==> src/inc/fasd_pkg.sv <==
// Package for the flash identification host controller
package fasd_pkg;
  localparam int ADDR_W = 22;
  localparam int SECT_W = 7;
  localparam int SECT_LSB = 15;
  localparam int CODE_W = 8;
  localparam int SEL_W = 3;
  // Selector codes requested by the user
  localparam logic [2:0] SEL_MAKER = 3'h0;
  localparam logic [2:0] SEL_DEV1 = 3'h1;
  localparam logic [2:0] SEL_DEV2 = 3'h2;
  localparam logic [2:0] SEL_DEV3 = 3'h3;
  localparam logic [2:0] SEL_PROT = 3'h4;
  localparam logic [2:0] SEL_SECSI = 3'h5;
  // Selector address pin positions
  localparam int PIN_A0 = 0;
  localparam int PIN_A1 = 1;
  localparam int PIN_A2 = 2;
  localparam int PIN_A3 = 3;
  localparam int PIN_A6 = 6;
  // Command register words for in-system identification
  localparam logic [21:0] CMD_ADDR1 = 22'h000555;
  localparam logic [21:0] CMD_ADDR2 = 22'h0002AA;
  localparam logic [7:0] CMD_DATA1 = 8'hAA;
  localparam logic [7:0] CMD_DATA2 = 8'h55;
  localparam logic [7:0] CMD_AUTOSEL = 8'h90;
  localparam logic [7:0] CMD_RESET = 8'hF0;
  localparam logic [21:0] ADDR_ZERO = 22'h000000;
  localparam logic [7:0] PROT_YES = 8'h01;
  // Timing: setup before sampling, pulse widths
  localparam int CLK_NS = 50;
  localparam int T_SETUP_NS = 100;
  localparam int T_WP_NS = 100;
  localparam int T_HV_NS = 500;
  localparam int SETUP_CYC = (T_SETUP_NS + CLK_NS - 1) / CLK_NS;
  localparam int WP_CYC = (T_WP_NS + CLK_NS - 1) / CLK_NS;
  localparam int HV_CYC = (T_HV_NS + CLK_NS - 1) / CLK_NS;
  localparam int CNT_W = 5;
  localparam logic [4:0] CNT_ZERO = 5'h00;
  localparam logic [4:0] CNT_ONE = 5'h01;
  localparam logic [1:0] STEP_ZERO = 2'h0;
  localparam logic [1:0] STEP_ONE = 2'h1;
  localparam logic [1:0] STEP_LAST = 2'h2;
  localparam logic [1:0] STEP_EXIT = 2'h3;
  typedef enum logic [3:0] {
    ST_IDLE, ST_HV_ON, ST_ADDR, ST_SAMPLE, ST_CMD_ADDR, ST_CMD_WE, ST_CMD_GAP, ST_EXIT, ST_DONE
  } fasd_state_t;
endpackage

==> src/fasd_addr_build.sv <==
// Builds the identification read address from a selector and sector
`timescale 1ns/100ps
module fasd_addr_build (
  // Request
  input wire logic [2:0] sel,
  input wire logic [6:0] sector,
  // Address to the device
  output logic [21:0] addr
);
  always_comb
  begin
    // Unused address bits held low; the device ignores them
    addr = fasd_pkg::ADDR_ZERO;
    case (sel)
      fasd_pkg::SEL_MAKER:
      begin
      end
      fasd_pkg::SEL_DEV1:
      begin
        addr[fasd_pkg::PIN_A0] = 1'b1;
      end
      fasd_pkg::SEL_DEV2:
      begin
        addr[fasd_pkg::PIN_A1] = 1'b1;
        addr[fasd_pkg::PIN_A2] = 1'b1;
        addr[fasd_pkg::PIN_A3] = 1'b1;
      end
      fasd_pkg::SEL_DEV3:
      begin
        addr[fasd_pkg::PIN_A0] = 1'b1;
        addr[fasd_pkg::PIN_A1] = 1'b1;
        addr[fasd_pkg::PIN_A2] = 1'b1;
        addr[fasd_pkg::PIN_A3] = 1'b1;
      end
      fasd_pkg::SEL_PROT:
      begin
        addr[fasd_pkg::PIN_A1] = 1'b1;
        addr[fasd_pkg::SECT_LSB +: fasd_pkg::SECT_W] = sector;
      end
      fasd_pkg::SEL_SECSI:
      begin
        addr[fasd_pkg::PIN_A0] = 1'b1;
        addr[fasd_pkg::PIN_A1] = 1'b1;
      end
      default:
      begin
      end
    endcase
  end
endmodule

==> src/fasd_host.sv <==
// Host controller reading flash identification codes
`timescale 1ns/100ps
// Summary of operation
// - Identification high voltage on its pin enables the mode.
// - Host holds selector address pins at the wanted code's levels.
// - Host places sector address on top bits for protection reads.
// - Command register entry gives the codes without high voltage.
// - Host samples the code only after address and voltage settle.
module fasd_host (
  // Clock and reset
  input wire logic mclk,
  input wire logic rstn,
  input wire logic clk_en,
  // User request
  input wire logic req,
  input wire logic use_cmd,
  input wire logic [2:0] sel,
  input wire logic [6:0] sector,
  output logic busy,
  output logic done,
  output logic [7:0] code,
  output logic sect_protected,
  // Flash pins
  output logic [21:0] flash_addr,
  output logic ce_n,
  output logic oe_n,
  output logic we_n,
  output logic high_voltage_select_pin,
  input wire logic [7:0] low_data_byte_in,
  output logic [7:0] low_data_byte_out,
  output logic low_data_byte_oe
);
  fasd_pkg::fasd_state_t st_q, st_d;
  logic [4:0] cnt_q, cnt_d;
  logic [1:0] step_q, step_d;
  logic use_cmd_q, use_cmd_d;
  logic [2:0] sel_q, sel_d;
  logic [6:0] sector_q, sector_d;
  logic [21:0] addr_q, addr_d;
  logic ce_n_q, ce_n_d, oe_n_q, oe_n_d, we_n_q, we_n_d;
  logic hv_q, hv_d;
  logic [7:0] dout_q, dout_d;
  logic doe_q, doe_d;
  logic busy_q, busy_d, done_q, done_d;
  logic [7:0] code_q, code_d;
  logic prot_q, prot_d;
  logic [21:0] id_addr;

  fasd_addr_build u_addr (
    .sel(sel_q),
    .sector(sector_q),
    .addr(id_addr)
  );

  function automatic logic [4:0] cyc(input int n);
    cyc = n[4:0];
  endfunction

  function automatic logic [21:0] cmd_addr(input logic [1:0] s);
    cmd_addr = (s == fasd_pkg::STEP_ONE) ? fasd_pkg::CMD_ADDR2 : fasd_pkg::CMD_ADDR1;
  endfunction

  function automatic logic [7:0] cmd_data(input logic [1:0] s, input logic ex);
    if (ex)
      cmd_data = fasd_pkg::CMD_RESET;
    else if (s == fasd_pkg::STEP_ZERO)
      cmd_data = fasd_pkg::CMD_DATA1;
    else if (s == fasd_pkg::STEP_ONE)
      cmd_data = fasd_pkg::CMD_DATA2;
    else
      cmd_data = fasd_pkg::CMD_AUTOSEL;
  endfunction

  always_comb
  begin
    st_d = st_q;
    cnt_d = cnt_q;
    step_d = step_q;
    use_cmd_d = use_cmd_q;
    sel_d = sel_q;
    sector_d = sector_q;
    addr_d = addr_q;
    ce_n_d = ce_n_q;
    oe_n_d = oe_n_q;
    we_n_d = we_n_q;
    hv_d = hv_q;
    dout_d = dout_q;
    doe_d = doe_q;
    busy_d = busy_q;
    done_d = 1'b0;
    code_d = code_q;
    prot_d = prot_q;
    case (st_q)
      fasd_pkg::ST_IDLE:
      begin
        if (req)
        begin
          use_cmd_d = use_cmd;
          sel_d = sel;
          sector_d = sector;
          busy_d = 1'b1;
          step_d = fasd_pkg::STEP_ZERO;
          if (use_cmd)
            st_d = fasd_pkg::ST_CMD_ADDR;
          else
          begin
            hv_d = 1'b1;
            cnt_d = cyc(fasd_pkg::HV_CYC);
            st_d = fasd_pkg::ST_HV_ON;
          end
        end
      end
      fasd_pkg::ST_HV_ON:
      begin
        cnt_d = cnt_q - fasd_pkg::CNT_ONE;
        if (cnt_q == fasd_pkg::CNT_ONE)
          st_d = fasd_pkg::ST_ADDR;
      end
      fasd_pkg::ST_ADDR:
      begin
        addr_d = id_addr;
        ce_n_d = 1'b0;
        oe_n_d = 1'b0;
        we_n_d = 1'b1;
        doe_d = 1'b0;
        cnt_d = cyc(fasd_pkg::SETUP_CYC);
        st_d = fasd_pkg::ST_SAMPLE;
      end
      fasd_pkg::ST_SAMPLE:
      begin
        cnt_d = cnt_q - fasd_pkg::CNT_ONE;
        if (cnt_q == fasd_pkg::CNT_ONE)
        begin
          code_d = low_data_byte_in;
          prot_d = (sel_q == fasd_pkg::SEL_PROT) && (low_data_byte_in == fasd_pkg::PROT_YES);
          ce_n_d = 1'b1;
          oe_n_d = 1'b1;
          hv_d = 1'b0;
          addr_d = fasd_pkg::ADDR_ZERO;
          if (use_cmd_q)
          begin
            step_d = fasd_pkg::STEP_EXIT;
            st_d = fasd_pkg::ST_CMD_ADDR;
          end
          else
            st_d = fasd_pkg::ST_DONE;
        end
      end
      fasd_pkg::ST_CMD_ADDR:
      begin
        // Exit uses reset word so the array reads normally again
        addr_d = cmd_addr(step_q);
        dout_d = cmd_data(step_q, step_q == fasd_pkg::STEP_EXIT);
        doe_d = 1'b1;
        ce_n_d = 1'b0;
        oe_n_d = 1'b1;
        we_n_d = 1'b0;
        cnt_d = cyc(fasd_pkg::WP_CYC);
        st_d = fasd_pkg::ST_CMD_WE;
      end
      fasd_pkg::ST_CMD_WE:
      begin
        cnt_d = cnt_q - fasd_pkg::CNT_ONE;
        if (cnt_q == fasd_pkg::CNT_ONE)
        begin
          we_n_d = 1'b1;
          ce_n_d = 1'b1;
          st_d = fasd_pkg::ST_CMD_GAP;
        end
      end
      fasd_pkg::ST_CMD_GAP:
      begin
        doe_d = 1'b0;
        if (step_q == fasd_pkg::STEP_EXIT)
          st_d = fasd_pkg::ST_DONE;
        else if (step_q == fasd_pkg::STEP_LAST)
          st_d = fasd_pkg::ST_ADDR;
        else
        begin
          step_d = step_q + fasd_pkg::STEP_ONE;
          st_d = fasd_pkg::ST_CMD_ADDR;
        end
      end
      fasd_pkg::ST_DONE:
      begin
        busy_d = 1'b0;
        done_d = 1'b1;
        st_d = fasd_pkg::ST_IDLE;
      end
      default:
      begin
        st_d = fasd_pkg::ST_IDLE;
      end
    endcase
  end

  always_ff @(posedge mclk or negedge rstn)
  begin
    if (!rstn)
    begin
      st_q <= fasd_pkg::ST_IDLE;
      cnt_q <= fasd_pkg::CNT_ZERO;
      step_q <= fasd_pkg::STEP_ZERO;
      use_cmd_q <= 1'b0;
      sel_q <= fasd_pkg::SEL_MAKER;
      sector_q <= 7'h00;
      addr_q <= fasd_pkg::ADDR_ZERO;
      ce_n_q <= 1'b1;
      oe_n_q <= 1'b1;
      we_n_q <= 1'b1;
      hv_q <= 1'b0;
      dout_q <= 8'h00;
      doe_q <= 1'b0;
      busy_q <= 1'b0;
      done_q <= 1'b0;
      code_q <= 8'h00;
      prot_q <= 1'b0;
    end
    else if (clk_en)
    begin
      st_q <= st_d;
      cnt_q <= cnt_d;
      step_q <= step_d;
      use_cmd_q <= use_cmd_d;
      sel_q <= sel_d;
      sector_q <= sector_d;
      addr_q <= addr_d;
      ce_n_q <= ce_n_d;
      oe_n_q <= oe_n_d;
      we_n_q <= we_n_d;
      hv_q <= hv_d;
      dout_q <= dout_d;
      doe_q <= doe_d;
      busy_q <= busy_d;
      done_q <= done_d;
      code_q <= code_d;
      prot_q <= prot_d;
    end
  end

  assign busy = busy_q;
  assign done = done_q;
  assign code = code_q;
  assign sect_protected = prot_q;
  assign flash_addr = addr_q;
  assign ce_n = ce_n_q;
  assign oe_n = oe_n_q;
  assign we_n = we_n_q;
  assign high_voltage_select_pin = hv_q;
  assign low_data_byte_out = dout_q;
  assign low_data_byte_oe = doe_q;
endmodule

==> config.mk <==
export PLATFORM = sky130hd
export DESIGN_NAME = fasd_host
export DESIGN_NICKNAME = d
export VERILOG_FILES = /design/src/inc/fasd_pkg.sv /design/src/fasd_addr_build.sv /design/src/fasd_host.sv
export SDC_FILE = /design/constraint.sdc
export NUM_CORES = 1
export LEC_CHECK = 0
export ABC_CLOCK_PERIOD_IN_PS = 5800
export BUFFER_PORTS_ARGS = -buffer_cell sky130_fd_sc_hd__buf_2
export CAP_MARGIN = 40
export CORE_MARGIN = 2
export CORE_UTILIZATION = 40
export CTS_CLUSTER_DIAMETER = 120
export CTS_CLUSTER_SIZE = 16
export DETAILED_ROUTE_END_ITERATION = 8
export PLACE_DENSITY = 0.7
export SLEW_MARGIN = 20
export SYNTH_ARGS = -nofsm -noshare
export SYNTH_HDL_FRONTEND = slang
export SYNTH_SLANG_ARGS = --single-unit
==> constraint.sdc <==
create_clock -name mclk -period 5.8 [get_ports mclk]
set_clock_uncertainty 0.05 [all_clocks]
set_input_delay 0 -clock mclk [delete_from_list [all_inputs] [get_ports mclk]]
set_output_delay 0 -clock mclk [all_outputs]
set_load 0.03 [all_outputs]
Yosys cells after proc, flatten, opt, wreduce, memory -nomap -nowiden
Index checks and enable logic that the tools add are counted.

operators by class
  equal/unequal tests = 26
  add/sub/neg operators = 2
  reductions and logical operators = 30
  muxes and demuxes = 40

operators by type and width
  operator              count
  $pmux W22 S3          1
  $pmux W4 S7           1
  $mux W4               6
  $mux W8               3
  $mux W22              1
  $reduce_and A3 Y1     6
  $ne A2 B2 Y1 const B  8
  $pmux W5 S3           1
  $eq A4 B3 Y1 const B  3
  $mux W2               6
  $reduce_bool A3 Y1    4
  $mux W11              1
  $mux W5               2
  $reduce_and A5 Y1     2
  $eq A4 B2 Y1 const B  2
  $eq A8 B1 Y1 const B  1
  $mux W1               8
  $pmux W1 S2           4
  $reduce_bool A2 Y1    4
  $reduce_or A2 Y1      4
  $mux W7               1
  $reduce_and A7 Y1     1
  $eq A3 B2 Y1 const B  2
  $eq A3 B3 Y1 const B  2
  19 further kinds      24

storage, ports and cells
  word-level logic and storage cells = 115
  flip-flop bits (word level) = 68

Logic depth before layout (Yosys ltp)
Gate-level depths: netlist (run 1).

  depth in word-level cells = 4
  gate-level depth with buffers = 8

By module
From an unflattened synthesis (run 1), not the netlist that was laid out.

unflattened totals
  cells, all modules = 308
  area total of the unflattened synthesis = 3430.8 µm²

by module, submodules not included
  module           times used  area an instance (µm²)  cells each  seq. area each (µm²)
  fasd_host        1           3210.6                  283         1655.3
  fasd_addr_build  1           220.2                   25          0.0

Least setup slack after synthesis (run 1)
No wires, ideal clock.

  path type = reg2reg
  start point = reg cnt_q[1]
  end point = reg step_q[0]
  clock period less this slack = 2.080 ns
  arrival time = 1.903 ns
  setup time = 0.127 ns
  setup slack = 3.720 ns
  cell stages (with the launch flop) = 8
  cells stage by stage = dfrtp_1 > inv_1 > ha_1 > or4b_4 > buf_6 > and2_0 > a2111o_1 > mux2_1

between the ends
  word-level cells in the longest chain between the ends = 3

ends and longest elaborated chain
  what                         RTL line          RTL
  from (decl)                  fasd_host.sv:34   logic [4:0] cnt_q, cnt_d;
  from (signal assigned)       fasd_host.sv:202  cnt_q <= fasd_pkg::CNT_ZERO;
  from (signal assigned)       fasd_host.sv:222  cnt_q <= cnt_d;
  $eq A5 B1 Y1                 fasd_host.sv:132  if (cnt_q == fasd_pkg::CNT_ONE)
  $ne A2 B2 Y1 (no line)       n/a
  $reduce_and A7 Y1 (no line)  n/a
  to (signal assigned)         fasd_host.sv:203  step_q <= fasd_pkg::STEP_ZERO;
  to (signal assigned)         fasd_host.sv:223  step_q <= step_d;
  to (decl)                    fasd_host.sv:35   logic [1:0] step_q, step_d;

No other way between the ends.
A chain may end at the register's enable or synchronous reset.

Worst setup path after layout (run 1)
  start point = reg st_q[0]
  end point = reg step_q[1]

between the ends
  word-level cells in the longest chain between the ends = 3

ends and longest elaborated chain
  what                                                          RTL line          RTL
  from (decl)                                                   fasd_host.sv:33   fasd_pkg::fasd_state_t st_q, st_d;
  from (signal assigned)                                        fasd_host.sv:201  st_q <= fasd_pkg::ST_IDLE;
  from (signal assigned)                                        fasd_host.sv:221  st_q <= st_d;
  $eq A4 B3 Y1 (tied with other cells)                          fasd_host.sv:93   case (st_q)
  $ne A2 B2 Y1 (no line) or $reduce_bool A3 Y1 (tied branches)  n/a
  $reduce_and A7 Y1 (no line)                                   n/a

Several ways; a longest one is shown, not always the timed one.

==> reports/qor.yml, run 1 <==
power_density_mw_per_mm2: 533
setup_tns_ns: 0
maximum_ir_drop_on_the_vdd_rail_mv: 0.256
placed_cell_count: 405
max-slew-margin-rel: 0.483
synth-main-ff-cell: "sky130_fd_sc_hd__dfrtp_1"
combPwrFrac: 0.412
synth_async_sr_flop_share: 1.00
clock_path_buffers: 2
worstSkewPairLatency_ns: 0.33
cts_tree: "done"
yosys-mux-area-fraction: 0.113
clock_sinks: 57
status: "finished, final reports clean"
synth-adder-area-share: 0.0349
port_buffer_count: 64
route.detailed.wl_per_inst_um: 14.9
synth_warnings: 0
worst-endpoint-arrival_ns: 2.46
cts_root_buf: "sky130_fd_sc_hd__clkbuf_8"
netSwitchingFraction: 0.414
postCtsSetupRepairBufs: 0
worst-path-max-fanout: 28
sequentialPowerShare: 0.369
antenna_violating_nets_left: 0
nets: 373
pin_count_of_the_biggest_net_entering_global_routing: 58
detail_route.drc_violations: 0
share_clk_of_total_power: 0.219
chipWidth_um: 88.7
post-place-ws_ns: 3.55
synth_top_family_by_area: "simple AND/OR/NAND/NOR gates"
worst_ep_required_time_ns: 5.97
cellLeakagePower_nw: 1.74
synth_enable_flop_cells: 0
path_clk_slew_ns: 0.07
multi_input_comb_area_mm2: 0.00127
gr-total-overflow: 0
post-route-min-period_ns: 2.30
number_of_failing_setup_endpoints_in_the_final_timing_report: 0
detailedRoute.firstIterationViolations: 260
timing.setup.critical_path_class: "reg -> reg"
timing.critical_path.from_type: "register"
avgSynthCellArea_um2: 10.8
cts.repair.resized: 0
ioPinCount: 69
grt_pass1_wl_um: 11100
die_height_um: 88.7
area_growth_syn_to_layout_pct: 26.5
layout_setup_ws_ns: 3.50
timing.fmax_mhz: 435
number_of_antenna_violations_at_the_first_check_in_global_routing: 0
synthDominantCellAreaShare: 0.471
power.net_switching_w: 0.000801
design.die.area_mm2: 0.00787
htree_num_levels: 3
synth_sequential_area_ratio: 0.498
synth.distinct_cells: 52
cap_viol_max_count: 0
final_min_period_over_clock_period: 0.396
antenna_cells: 0
core.rowCount: 30
synth.area.top_cells: "sky130_fd_sc_hd__dfrtp_1 47%, sky130_fd_sc_hd__mux2_2 9.8%, sky130_fd_sc_hd__ha_1 3.5%"
initial_utilization: 0.418
timing_hold_violations_final: 0
synth-compound-area-share: 0.140
synth_seq_cells: 57
gp_congestion: 0.807
ff_latch_area_mm2: 0.00143
grt.total_usage: 0.186
synthSimpleGateAreaFrac: 0.146
num-fill-cells: 629
drt_first_pass_iters: 4
synthesis.instances: 266
layout-drive-gt1-share: 0.334
worst_setup_path_end_kind: "register"
internal-power_w: 0.00113
post_layout_nonfiller_instances: 443
grt_pass1_vias: 2220
cts_made_buffers: 9
synth_largest_area_cell: "sky130_fd_sc_hd__dfrtp_1"
via_per_inst: 5.16
yosys.area_share.xor_xnor: 0.00305
holdCritPathClass: "in -> async"
grt_setup_unrepaired: "no"
wirelength_um: 6600
routed-via-count: 2284
detailedPlacementHpwl_um: 4410
slew_worst_pin_ns: 0.776
placeableCoreArea_mm2: 0.00687
whs_ns: 0.290
final_max_slew_viol_count: 0
cell_area_after_synthesis_mm2: 0.00287
sequential cells by signal (all words and copies together), names as in the netlist, 2 cells and up:
register           flops
step_q                 2
cnt_q                  5
sector_q               7
low_data_byte_out      6
flash_addr            13
code                   8
st_q                   4
sel_q                  3
Yosys cell counts (3+ instances only):
master and count:
sky130_fd_sc_hd__nand2b_1 8, sky130_fd_sc_hd__o21ai_0 16, sky130_fd_sc_hd__o2bb2ai_1 3, sky130_fd_sc_hd__dfrtp_1 54, sky130_fd_sc_hd__a22o_1 9, sky130_fd_sc_hd__dfstp_2 3
sky130_fd_sc_hd__nand2_1 18, sky130_fd_sc_hd__nor4b_1 3, sky130_fd_sc_hd__nand3_1 4, sky130_fd_sc_hd__buf_2 4, sky130_fd_sc_hd__inv_1 9, sky130_fd_sc_hd__ha_1 8
sky130_fd_sc_hd__a21oi_1 14, sky130_fd_sc_hd__nor2_1 17, sky130_fd_sc_hd__o21a_1 3, sky130_fd_sc_hd__buf_4 11, sky130_fd_sc_hd__nor3_1 4, sky130_fd_sc_hd__a31oi_1 5
sky130_fd_sc_hd__mux2_2 25, sky130_fd_sc_hd__clkbuf_1 8
per-stage QoR:
stage / power [W] / cell area [um^2] / util
floorplan: 0.00131 / 2880 / -
global placement: 0.00148 / 3180 / 0.463
detailed placement: 0.00150 / 3180 / 0.463
CTS: 0.00195 / 3630 / 0.528
global route: 0.00207 / 3630 / 0.528
finish: 0.00193 / 3630 / 0.528
kinds of logic (layout without fill, tap and decap cells):
| kind of cell | Yosys count | count (layout) |
|---|---|---|
| AOI/OAI and AO/OA | 61 | 61 |
| buffers and inverters | 34 | 112 |
| adders and majority gates | 8 | 8 |
| other | 1 | 4 |
| xor gates and xnor gates | 1 | 1 |
| DFF | 57 | 57 |
| and+or+nand+nor | 75 | 75 |
| muxes | 29 | 29 |
per-layer routing:
layer,global-route usage,vias up,part of all wire
met5,0,-,0
met4,0.0510,0,0.0070
met3,0.0625,7,0.064
met2,0.297,83,0.49
met1,0.241,1102,0.44
li1,-,1092,-
cell type report:
type,instances,area share
flip-flops and latches,57,0.394
multi-input cells,178,0.350
repair buffers,87,0.151
clock buffers,11,0.0417
well taps,96,0.0331
clock inverters,5,0.0214
inverters,9,0.00931
repair_timing:
action                                 CTS  global route
hold buffers                            22             0
endpoints found under the hold margin   77             0
setup endpoints to repair                0             0
power groups by stage:
stage                     combinational [W]  clock, W  sequential [W]
after floorplan                    0.000502         0        0.000807
after global placement             0.000770         0        0.000709
after detailed placement           0.000786         0        0.000718
after CTS                          0.000801  0.000434        0.000711
after global routing               0.000872  0.000453        0.000742
final                              0.000797  0.000424        0.000714
final timing paths:
path,startpoint,to,slack (ns),depth (start not counted)
min,rstn,code[7]$_DFFE_PN0P_,0.29,3
max,st_q[0]$_DFFE_PN0P_,step_q[1]$_DFFE_PN0P_,3.50,4
max reg2reg,st_q[0]$_DFFE_PN0P_,step_q[1]$_DFFE_PN0P_,3.50,4
min reg2reg,low_data_byte_out[4]$_DFFE_PN0P_,low_data_byte_out[4]$_DFFE_PN0P_,0.43,2
min in group mclk,sector[0],sector_q[0]$_DFFE_PN0P_,0.38,3
max in group asynchronous,rstn,st_q[2]$_DFFE_PN0P_,4.93,3
cell usage in the layout (no fill, tap or decap), drive strengths merged, types with 11 or more instances in the layout:
cell and instances:
a21oi 14, buf 65, clkbuf 11, dfrtp 54, dlygate4sd3 22, mux2 27
nand2 18, nor2 17, o21ai 17
worst max-delay path, cell delays in order (launching register included):
cell                       delay, ns
sky130_fd_sc_hd__dfrtp_1        0.85
sky130_fd_sc_hd__nor2b_1        0.34
sky130_fd_sc_hd__o21ai_0        0.14
sky130_fd_sc_hd__a2111o_1       0.48
sky130_fd_sc_hd__mux2_1         0.32
Power figures use the tool's default switching activity.
==> run 2: changes to the inputs <==
ABC_CLOCK_PERIOD_IN_PS = 1900   (was 5800)
PLACE_DENSITY = 0.72   (was 0.7)
clock period = 1.9 ns   (was 5.8 ns; I/O delays follow)
==> reports/qor.yml, run 2 (synthesized netlist as in run 1, its figures left out) <==
clock_sinks: 57  # unchanged
worst_setup_path_end_kind: "register"
chipWidth_um: 88.7  # unchanged
grt_pass1_vias: 2489  # +12%
detailedRoute.firstIterationViolations: 233  # -10%
cp.buffers_inverters: 1  # +1
timing.critical_path.slowest_cell_delay_ns: 0.47  # -0.38 ns
cts_made_buffers: 9  # unchanged
status: "finished, violations left"
critical-path-top-delay-family: "simple AND/OR/NAND/NOR gates"
wirelength_um: 7660  # +16%
gp_congestion: 0.863  # +6.9%
number_of_failing_setup_endpoints_in_the_final_timing_report: 15  # +15
layout_common_cells: "65 x sky130_fd_sc_hd__buf_2, 51 x sky130_fd_sc_hd__dfrtp_1, 44 x sky130_fd_sc_hd__buf_4"
ioPinCount: 69  # unchanged
number_of_antenna_violations_at_the_first_check_in_global_routing: 0  # unchanged
gr-total-overflow: 0  # unchanged
cellLeakagePower_nw: 2.02  # +16%
max-slew-margin-rel: 0.562  # +0.0791
clock_path_buffers: 2  # unchanged
pin_count_of_the_biggest_net_entering_global_routing: 31  # -47%
core.rowCount: 30  # unchanged
cts_tree: "done"
critical_path.slowest_cell: "sky130_fd_sc_hd__or4b_4"
cp_cell_sequence: "inv_2, ha_4, or4b_4, and2_4, a2111o_1, mux2_1"
worst_ep_required_time_ns: 2.07  # -3.90 ns
grt_setup_unrepaired: "yes"
maximum_ir_drop_on_the_vdd_rail_mv: 0.820  # +220%
area_growth_syn_to_layout_pct: 44.6
cap_viol_max_count: 0  # unchanged
routed-via-count: 2564  # +12%
via_per_inst: 5.17  # +0.26%
nets: 426  # +14%
largest_register_ffs: 13  # unchanged
timing_hold_violations_final: 0  # unchanged
setup_tns_ns: -1.03  # -1.03 ns
detailedPlacementHpwl_um: 4780  # +8.3%
final_min_period_over_clock_period: 1.08  # +0.682
placeableCoreArea_mm2: 0.00687  # unchanged
violated_checks: "setup timing"
route.detailed.wl_per_inst_um: 15.4  # +3.7%
worstSkewPairLatency_ns: 0.34  # about the same
die_height_um: 88.7  # unchanged
timing.setup.critical_path_class: "reg -> reg"
grt.total_usage: 0.202  # +0.0165
worst-endpoint-arrival_ns: 2.22  # -0.24 ns
layout-drive-gt1-share: 0.465  # +0.131
post-place-ws_ns: -0.170  # -3.72 ns
antenna_cells: 0  # unchanged
slew_worst_pin_ns: 0.657  # -0.119 ns
initial_utilization: 0.418  # unchanged
layout_setup_ws_ns: -0.149  # -3.65 ns
antenna_violating_nets_left: 0  # unchanged
holdCritPathClass: "in -> reg"
grt_pass1_wl_um: 12000  # +8.2%
post-route-min-period_ns: 2.05  # -0.251 ns
worst-path-max-fanout: 3  # -89%
path_clk_slew_ns: 0.07  # about the same
detail_route.drc_violations: 0  # unchanged
htree_num_levels: 3  # unchanged
design.die.area_mm2: 0.00787  # unchanged
timing.critical_path.from_type: "register"
final_max_slew_viol_count: 0  # unchanged
power_density_mw_per_mm2: 1620  # +200%
mostFrequentLayoutCell: "sky130_fd_sc_hd__buf_2"
timing.fmax_mhz: 488  # +12%
cts_root_buf: "sky130_fd_sc_hd__clkbuf_8"
port_buffer_count: 64  # unchanged
drt_first_pass_iters: 4  # unchanged
==> run 2: metal layers <==
| metal | global-route usage | wire length, um | part of all wire |
|---|---|---|---|
| met5 | 0 | 0 | 0 |
| met3 | 0.0690 | 450 | 0.059 |
| met2 | 0.318 | 3750 | 0.49 |
| met4 | 0.0730 | 172 | 0.022 |
| met1 | 0.260 | 3290 | 0.43 |
==> run 2: final cells by class <==
type,count,area (um^2)
Clock buffer,12,155
Clock inverter,4,51.3
Fill cell,532,2720
Inverter,9,33.8
Multi-Input combinational cell,179,1380
Sequential cell,57,1430
Tap cell,96,120
Timing Repair Buffer,139,978
==> run 2: what timing repair did <==
action                                  in CTS  in global routing
setup buffers                                2                  7
pin swaps                                   10                  3
hold endpoints to repair                    47                  0
hold buffers                                21                  0
resized for setup                           17                 15
cloned                                       1                  0
endpoints found under the setup margin      24                 29
==> run 2: through the flow <==
step	power [W]	std cells	utilization	hold WS (ns)	area [um^2]
6_report	0.00670	496	0.604	0.0256	4150
5_1_grt	0.00711	496	0.604	0.0421	4150
3_5_place_dp	0.00505	449	0.513	0.0100	3520
2_1_floorplan	0.00400	269	-	-0.346	2880
4_1_cts	0.00643	489	0.587	0.00829	4030
3_3_place_gp	0.00499	449	0.513	0.00633	3520
==> run 2: worst paths after layout <==
| kind | cells after the start | startpoint | slack, ns | end |
|---|---|---|---|---|
| setup reg to reg | 6 | cnt_q[1]$_DFFE_PN0P_ | -0.15 | step_q[1]$_DFFE_PN0P_ |
| hold reg to reg | 2 | low_data_byte_out[6]$_DFFE_PN0P_ | 0.43 | low_data_byte_out[6]$_DFFE_PN0P_ |
| min in group asynchronous | 2 | rstn | 0.17 | sector_q[6]$_DFFE_PN0P_ |
| hold / removal | 3 | clk_en | 0.03 | busy$_DFFE_PN0P_ |
| setup / recovery | 6 | cnt_q[1]$_DFFE_PN0P_ | -0.15 | step_q[1]$_DFFE_PN0P_ |
| max in group asynchronous | 3 | rstn | 0.97 | ce_n$_DFFE_PN1P_ |
==> run 2: power by group <==
part	internal [W]	switching, W	total, W
Combinational	0.00157	0.00190	0.00347
Clock	0.000677	0.000487	0.00116
Sequential	0.00170	0.000374	0.00207
==> run 2: tightest hold or removal path: stages <==
cell and delay, ns:
sky130_fd_sc_hd__buf_2 0.08, sky130_fd_sc_hd__buf_4 0.19, sky130_fd_sc_hd__a31oi_1 0.10
